==> config.mk <==
export PLATFORM = sky130hd
export DESIGN_NAME = eef_flags_top
export DESIGN_NICKNAME = d
export VERILOG_FILES = /design/src/eef_pkg.sv /design/src/eef_flag_bank.sv /design/src/eef_seq_check.sv /design/src/eef_flags_top.sv
export SDC_FILE = /design/constraint.sdc
export NUM_CORES = 1
export LEC_CHECK = 0
export BUFFER_PORTS_ARGS = -buffer_cell sky130_fd_sc_hd__buf_2
export CAP_MARGIN = 25
export CELL_PAD_IN_SITES_DETAIL_PLACEMENT = 0
export CELL_PAD_IN_SITES_GLOBAL_PLACEMENT = 2
export CORE_AREA = 3 3 128 117
export DETAILED_ROUTE_END_ITERATION = 8
export DIE_AREA = 0 0 131 120
export PLACE_DENSITY_LB_ADDON = 0.25
export SLEW_MARGIN = 5
export SYNTH_ARGS = -nofsm -noshare
export SYNTH_HDL_FRONTEND = slang
export SYNTH_SLANG_ARGS = --single-unit
==> constraint.sdc <==
create_clock -name mclk_in -period 4 [get_ports mclk_in]
set_input_delay 0.8 -clock mclk_in [delete_from_list [all_inputs] [get_ports mclk_in]]
set_output_delay 0.8 -clock mclk_in [all_outputs]
set_load 0.1 [all_outputs]
==> src/eef_pkg.sv <==
// Package: offsets, flag bit positions and carrier structs of the flag bank
package eef_pkg;

    // Register addresses
    localparam logic [7:0] EEF_ADDR_BYTE2 = 8'hcd;
    localparam logic [7:0] EEF_ADDR_BYTE1 = 8'hce;
    localparam logic [7:0] EEF_ADDR_BYTE0 = 8'hcf;

    // Flag positions in the 16-bit implemented vector (byte1 above byte0)
    localparam int EEF_FB_SERIAL_OVF  = 0;
    localparam int EEF_FB_RADIO_OVF   = 1;
    localparam int EEF_FB_REG_WR_FAIL = 2;
    localparam int EEF_FB_ACK_MISSING = 3;
    localparam int EEF_FB_PAYLOAD_CRC = 4;
    localparam int EEF_FB_HEADER_CRC  = 5;
    localparam int EEF_FB_ACK_SEQ     = 6;
    localparam int EEF_FB_FRAME_TYPE  = 7;
    localparam int EEF_FB_TX_COMPLETE = 8;
    localparam int EEF_FB_RX_PENDING  = 9;
    localparam int EEF_FB_PLAIN_PKT   = 10;
    localparam int EEF_FB_SEQ_BACK    = 11;
    localparam int EEF_FB_SEQ_GAP     = 12;
    localparam int EEF_FB_PAIRING     = 13;

    // Implemented flag bits; bits 14 and 15 are reserved
    localparam int            EEF_FLAG_W     = 16;
    localparam logic [15:0]   EEF_FLAG_VALID = 16'h3fff;
    localparam logic [15:0]   EEF_FLAG_RESET = 16'h0000;
    localparam logic [7:0]    EEF_BYTE_ZERO  = 8'h00;
    localparam logic [7:0]    EEF_BYTE_ONES  = 8'hff;

    // Security option bit that admits unencrypted packets
    localparam int EEF_SEC_ACCEPT_PLAIN = 5;

    // Register access request from the command interface
    typedef struct packed {
        logic       rd;
        logic       wr;
        logic [7:0] addr;
        logic [7:0] wdata;
    } eef_req_s;

    // Event strobes from the packet, UART, security and join logic
    typedef struct packed {
        logic tx_sent;
        logic tx_ack_en;
        logic ack_rcvd;
        logic ack_gave_up;
        logic rx_waiting;
        logic plain_pkt;
        logic enc_pkt;
        logic join_start;
        logic serial_ovf;
        logic radio_ovf;
        logic reg_wr_fail;
        logic payload_crc_err;
        logic header_crc_err;
        logic ack_seq_err;
        logic frame_type_err;
    } eef_evt_s;

endpackage

==> src/eef_flag_bank.sv <==
// Sticky flag bank: hardware set wins over host AND-clear and internal clear
`timescale 1ns/1ps
`default_nettype none
module eef_flag_bank
    import eef_pkg::*;
#(
    parameter int          W     = 16,
    parameter logic [15:0] VALID = 16'h3fff
) (
    input  wire logic         mclk_in,
    input  wire logic         rstn_in,
    input  wire logic [W-1:0] set_in,
    input  wire logic [W-1:0] clr_in,
    input  wire logic [W-1:0] keep_in,
    output var  logic [W-1:0] flags_out
);

    // Per-bit flags gathered on a net so every bit has a single driver
    wire logic [W-1:0] bits_w;

    // One flop per implemented bit, reserved bits tie low
    genvar i;
    generate
        for (i = 0; i < W; i++) begin : g_bit
            if (VALID[i]) begin : g_flop
                logic flag_d;
                logic flag_q;
                assign flag_d = (flag_q & keep_in[i] & ~clr_in[i]) | set_in[i];
                always_ff @(posedge mclk_in or negedge rstn_in) begin
                    if (!rstn_in) begin
                        flag_q <= 1'b0;
                    end else begin
                        flag_q <= flag_d;
                    end
                end
                assign bits_w[i] = flag_q;
            end else begin : g_rsvd
                assign bits_w[i] = 1'b0;
            end
        end
    endgenerate

    assign flags_out = bits_w;
endmodule
`default_nettype wire

==> src/eef_seq_check.sv <==
// Sequence checker: compares each encrypted packet number with the last one
`timescale 1ns/1ps
`default_nettype none
module eef_seq_check
    import eef_pkg::*;
#(
    parameter int SEQ_W = 32
) (
    input  wire logic             mclk_in,
    input  wire logic             rstn_in,
    input  wire logic             pkt_in,
    input  wire logic [SEQ_W-1:0] seq_in,
    output logic                  backward_out,
    output logic                  gap_out
);

    logic [SEQ_W-1:0] prev_q;
    logic             have_prev_q;
    logic [SEQ_W:0]   next_exp;

    // Widened so a wrap of prev plus one never looks like a gap
    assign next_exp     = {1'b0, prev_q} + {{SEQ_W{1'b0}}, 1'b1};
    assign backward_out = pkt_in & have_prev_q & (seq_in < prev_q);
    assign gap_out      = pkt_in & have_prev_q & ({1'b0, seq_in} > next_exp);

    // Remember the latest packet number
    always_ff @(posedge mclk_in or negedge rstn_in) begin
        if (!rstn_in) begin
            prev_q      <= '0;
            have_prev_q <= 1'b0;
        end else if (pkt_in) begin
            prev_q      <= seq_in;
            have_prev_q <= 1'b1;
        end
    end
endmodule
`default_nettype wire

==> src/eef_flags_top.sv <==
// Extended event flag bank: sticky flags, AND-write clear, status line
`timescale 1ns/1ps
`default_nettype none
module eef_flags_top
    import eef_pkg::*;
#(
    parameter int SEQ_W = 32
) (
    input  wire logic             mclk_in,
    input  wire logic             rstn_in,
    input  wire eef_req_s         req_in,
    input  wire eef_evt_s         evt_in,
    input  wire logic [SEQ_W-1:0] enc_seq_in,
    input  wire logic [23:0]      ext_event_enable_mask_in,
    input  wire logic [7:0]       legacy_event_mask_in,
    input  wire logic [7:0]       security_options_in,
    output logic [7:0]            rdata_out,
    output logic                  rd_valid_out,
    output logic                  event_status_line_out
);

    // Flag vector and its set, clear and keep terms
    logic [EEF_FLAG_W-1:0] flags_q;
    logic [EEF_FLAG_W-1:0] set_vec;
    logic [EEF_FLAG_W-1:0] clr_vec;
    logic [EEF_FLAG_W-1:0] keep_vec;

    // Transmit acknowledgement tracking
    logic ack_wait_q;
    logic ack_wait_d;

    // Registered read path and status
    logic [7:0] rdata_d;
    logic       status_d;

    // Sequence checker results
    logic seq_back;
    logic seq_gap;

    // Address decode
    wire hit_b0 = (req_in.addr == EEF_ADDR_BYTE0);
    wire hit_b1 = (req_in.addr == EEF_ADDR_BYTE1);
    wire hit_b2 = (req_in.addr == EEF_ADDR_BYTE2);
    wire wr_b0  = req_in.wr & hit_b0;
    wire wr_b1  = req_in.wr & hit_b1;

    // Transmit-complete: direct, or held until the ack comes back
    wire tx_no_ack  = evt_in.tx_sent & ~evt_in.tx_ack_en;
    wire tx_ack_req = evt_in.tx_sent & evt_in.tx_ack_en;
    wire tx_acked   = ack_wait_q & evt_in.ack_rcvd;
    wire ack_end    = evt_in.ack_rcvd | evt_in.ack_gave_up;

    // A new acked send restarts the wait; ack or give-up ends it
    assign ack_wait_d = tx_ack_req ? 1'b1 : (ack_end ? 1'b0 : ack_wait_q);

    always_ff @(posedge mclk_in or negedge rstn_in) begin
        if (!rstn_in) begin
            ack_wait_q <= 1'b0;
        end else begin
            ack_wait_q <= ack_wait_d;
        end
    end

    // Plain packets only count while the option admits them
    wire plain_ok = security_options_in[EEF_SEC_ACCEPT_PLAIN];

    // Sequence comparison on encrypted packets
    eef_seq_check #(
        .SEQ_W (SEQ_W)
    ) u_seq (
        .mclk_in      (mclk_in),
        .rstn_in      (rstn_in),
        .pkt_in       (evt_in.enc_pkt),
        .seq_in       (enc_seq_in),
        .backward_out (seq_back),
        .gap_out      (seq_gap)
    );

    // Event-to-flag mapping, least significant byte
    assign set_vec[EEF_FB_SERIAL_OVF]  = evt_in.serial_ovf;
    assign set_vec[EEF_FB_RADIO_OVF]   = evt_in.radio_ovf;
    assign set_vec[EEF_FB_REG_WR_FAIL] = evt_in.reg_wr_fail;
    assign set_vec[EEF_FB_ACK_MISSING] = evt_in.ack_gave_up;
    assign set_vec[EEF_FB_PAYLOAD_CRC] = evt_in.payload_crc_err;
    assign set_vec[EEF_FB_HEADER_CRC]  = evt_in.header_crc_err;
    assign set_vec[EEF_FB_ACK_SEQ]     = evt_in.ack_seq_err;
    assign set_vec[EEF_FB_FRAME_TYPE]  = evt_in.frame_type_err;

    // Event-to-flag mapping, byte 1
    assign set_vec[EEF_FB_TX_COMPLETE] = tx_no_ack | tx_acked;
    assign set_vec[EEF_FB_RX_PENDING]  = evt_in.rx_waiting;
    assign set_vec[EEF_FB_PLAIN_PKT]   = evt_in.plain_pkt & plain_ok;
    assign set_vec[EEF_FB_SEQ_BACK]    = seq_back;
    assign set_vec[EEF_FB_SEQ_GAP]     = seq_gap;
    assign set_vec[EEF_FB_PAIRING]     = evt_in.join_start;
    assign set_vec[15:14]              = 2'b00;

    // Receive-pending drops by itself once all bytes are gone
    assign clr_vec[EEF_FB_RX_PENDING]  = ~evt_in.rx_waiting;
    assign clr_vec[EEF_FB_RX_PENDING-1:0] = '0;
    assign clr_vec[EEF_FLAG_W-1:EEF_FB_RX_PENDING+1] = '0;

    // Host write ANDs its byte in; other bytes keep all ones
    assign keep_vec[7:0]  = wr_b0 ? req_in.wdata : EEF_BYTE_ONES;
    assign keep_vec[15:8] = wr_b1 ? req_in.wdata : EEF_BYTE_ONES;

    // Sticky storage; keep and clear only ever remove bits
    eef_flag_bank #(
        .W     (EEF_FLAG_W),
        .VALID (EEF_FLAG_VALID)
    ) u_bank (
        .mclk_in   (mclk_in),
        .rstn_in   (rstn_in),
        .set_in    (set_vec),
        .clr_in    (clr_vec),
        .keep_in   (keep_vec),
        .flags_out (flags_q)
    );

    // Read mux; byte 2 and unmapped addresses return zero
    assign rdata_d = hit_b0 ? flags_q[7:0] :
                     hit_b1 ? (flags_q[15:8] & EEF_FLAG_VALID[15:8]) :
                     EEF_BYTE_ZERO;

    // Enabled flags drive the status line only with legacy mask zero
    wire [15:0] enabled_flags = flags_q & ext_event_enable_mask_in[15:0];
    wire        legacy_clear  = (legacy_event_mask_in == EEF_BYTE_ZERO);
    assign status_d = (|enabled_flags) & legacy_clear;

    // Output registers
    always_ff @(posedge mclk_in or negedge rstn_in) begin
        if (!rstn_in) begin
            rdata_out             <= EEF_BYTE_ZERO;
            rd_valid_out          <= 1'b0;
            event_status_line_out <= 1'b0;
        end else begin
            rdata_out             <= req_in.rd ? rdata_d : rdata_out;
            rd_valid_out          <= req_in.rd;
            event_status_line_out <= status_d;
        end
    end
endmodule
`default_nettype wire

==> results.json <==
{
  "portBuffers": 99,
  "drcViolationCount": 0,
  "grt.overflow.total": 0,
  "hp-start": "u_seq.have_prev_q",
  "drive_gt1_share_pct": 21.9,
  "clock.fmax_ghz": 0.281,
  "grt_max_degree": 66,
  "finalCriticalPeriod_ns": 3.55,
  "stdcell_count": 781,
  "cts_buffers": 9,
  "viasPerCell": 4.76,
  "crit_type": "flop to flop",
  "routedWlPerCell_um": 14.7,
  "syn_area_um2": 4230,
  "clkLatencyLatePin_ns": 0.33,
  "peakVddDrop_uv": 218,
  "cts_max_level": 3,
  "hold_violations": 0,
  "p_per_area_nw_per_um2": 365,
  "gp_congestion": 0.817,
  "setup_tns_ns": 0,
  "finalCritPeriodShare_pct": 88.8,
  "syn_nets": 650,
  "slew_violations": 0,
  "die-width_um": 131,
  "async_flop_share_pct": 100,
  "cp.required_ns": 4.21,
  "antenna_found_initial": 0,
  "mostFrequentLayoutCell": "buf_2",
  "wirelength_mm": 11.5,
  "p_leak_nw": 2.44,
  "reg2reg_from": "u_seq.prev_q[0]",
  "synth-edff-count": 0,
  "ys.flop_type": "dfrtp_1",
  "cts_tree": "yes",
  "core_area_um2": 13900,
  "die_height_um": 120,
  "clockBufferDepth": 2,
  "crit_path_max_fanout": 5,
  "maxCapViolations": 0,
  "die_area_um2": 15700,
  "setup_viol": 0,
  "initialDrtViolationCount": 145,
  "ys_seq_area_share_pct": 34.3,
  "start_util_pct": 30.4,
  "final_util_pct": 38.2,
  "worstSetupStartpoint": "u_seq.prev_q[0]",
  "rsz0062_at_grt": "false",
  "clkTransAtPathRegs_ns": 0.06,
  "status": "finished clean",
  "relSlewSlack_pct": 53.2,
  "track_usage_pct": 15.5,
  "syn_inst": 478,
  "cts_setup_buffers": 0,
  "ant_nets": 0,
  "post_cts_resized": 0,
  "antenna_cells": 0,
  "yosys_warnings": 0,
  "clockRootBuffer": "clkbuf_16",
  "finalNetCount": 755,
  "hp-class": "flop to flop",
  "syn_to_final_growth_pct": 25.6,
  "num_rows": 41,
  "grt_pass1_vias": 3725,
  "dp_hpwl_mm": 9.20,
  "cp-end-kind": "flop",
  "worst_pin_slew_ns": 0.702,
  "most-common-layout-cells": "99 x buf_2, 65 x ha_1, 58 x dfrtp_1, 54 x nand2_1, 52 x o21ai_0",
  "grt_pass1_wl_mm": 19.0,
  "hold_slack_ns": 0.466,
  "syn_area_per_cell_um2": 8.84,
  "cts_hold_buf": 0,
  "finClkSkew_ns": 0.00516,
  "ys_types": 45,
  "first_pass_iters": 4,
  "synth_seq_cells": 58,
  "clock-sinks": 58,
  "arrival_ns": 3.76,
  "io_pins": 117,
  "power.total_mw": 1.94,
  "worstSetupStartpointType": "flop",
  "dp_cells": 765,
  "via_count": 3714
}
[routing by layer]
metal | GRT usage [%] | share of wire, % | routed length [um] | up-vias
met5 | 0 | 0 | 0 | -
met4 | 3.47 | 0.30 | 34 | 0
met2 | 23.2 | 46 | 5270 | 53
met3 | 4.90 | 4.1 | 467 | 2
met1 | 21.9 | 50 | 5740 | 1734
li1 | - | - | - | 1925
[cell type report]
type / count / area (um2)
clock inverter: 4 / 72.6
inverter: 37 / 139
tap: 193 / 241
fill: 1464 / 8590
clock buffer: 12 / 267
multi-input combinational: 371 / 2590
timing repair buffer: 106 / 548
sequential: 58 / 1450
[synthesized netlist by cell type (all sizes together) (2+ instances only)]
library cell | number | share of area, %
nor3b | 2 | 0.62
nand2b | 9 | 1.3
a211oi | 2 | 0.36
a22o | 3 | 0.62
a21o | 4 | 0.71
a211o | 3 | 0.62
a21oi | 26 | 3.1
o21ai | 53 | 6.3
xnor2 | 30 | 6.2
o21a | 2 | 0.36
nor2b | 7 | 1.0
a31oi | 2 | 0.30
nor3 | 12 | 1.9
ha | 65 | 19
nor4 | 4 | 0.59
nand2 | 54 | 4.8
nor2 | 22 | 2.0
and3 | 3 | 0.44
dfrtp | 58 | 34
a221oi | 3 | 0.62
or2 | 2 | 0.30
inv | 37 | 3.3
a2111oi | 4 | 0.83
a22oi | 9 | 1.6
nand4 | 14 | 2.4
clkbuf | 11 | 0.98
nand3 | 25 | 3.0
[flip-flops by register name, indices dropped and copies added (netlist names)]
signal,flops
u_seq.prev_q,32
event_status_line_out,1
u_seq.have_prev_q,1
u_bank.g_bit.g_flop.flag_q,14
rdata_out,8
ack_wait_q,1
rd_valid_out,1
[critical path, cell delays in order, from the launching register on]
cell and delay (ns):
dfrtp_1 0.39, ha_1 0.26, nand3_1 0.13, or2_1 0.27, nor3_4 0.14, nor3b_4 0.40, nand3_1 0.15, xnor2_1 0.15
ha_1 0.29, a211o_1 0.26, o2111ai_1 0.07, a21oi_1 0.13, a211o_1 0.32, a2111oi_0 0.37, o21ai_1 0.10
[report_power, final]
part	internal, mW	switching, mW	total (mW)
Sequential	0.623	0.0285	0.652
Clock	0.595	0.288	0.883
Combinational	0.165	0.237	0.402
[logic make-up (layout without fill, tap and decap cells)]
family                     count (synthesis)  after routing  synth area share, %
AOI/OAI and AO/OA                        119            119                 16.9
and+or+nand+nor                          157            157                 18.9
xor gates and xnor gates                  30             30                 6.22
adders and majority gates                 65             65                 19.2
buffers and inverters                     49            159                 4.38
DFF                                       58             58                 34.3
[worst paths after layout]
| path | end | depth (start not counted) | slack, ns |
|---|---|---|---|
| hold / removal | u_seq.have_prev_q | 1 | 0.47 |
| max in group asynchronous | u_seq.prev_q[6] | 2 | 2.60 |
| setup reg to reg | u_bank.g_bit[12].g_flop.flag_q | 14 | 0.45 |
| setup / recovery | u_bank.g_bit[12].g_flop.flag_q | 14 | 0.45 |
| min in group asynchronous | rdata_out[2] | 1 | 0.51 |
| hold reg to reg | u_seq.have_prev_q | 1 | 0.47 |
[per-stage QoR]
step / worst slack [ns] / instance area [um2]
global route: 0.0676 / 5310
global placement: 0.391 / 4970
floorplan: 0.906 / 4230
CTS: 0.369 / 5310
finish: 0.446 / 5310
detailed placement: 0.379 / 4970
(Power assumes the default switching activity.)
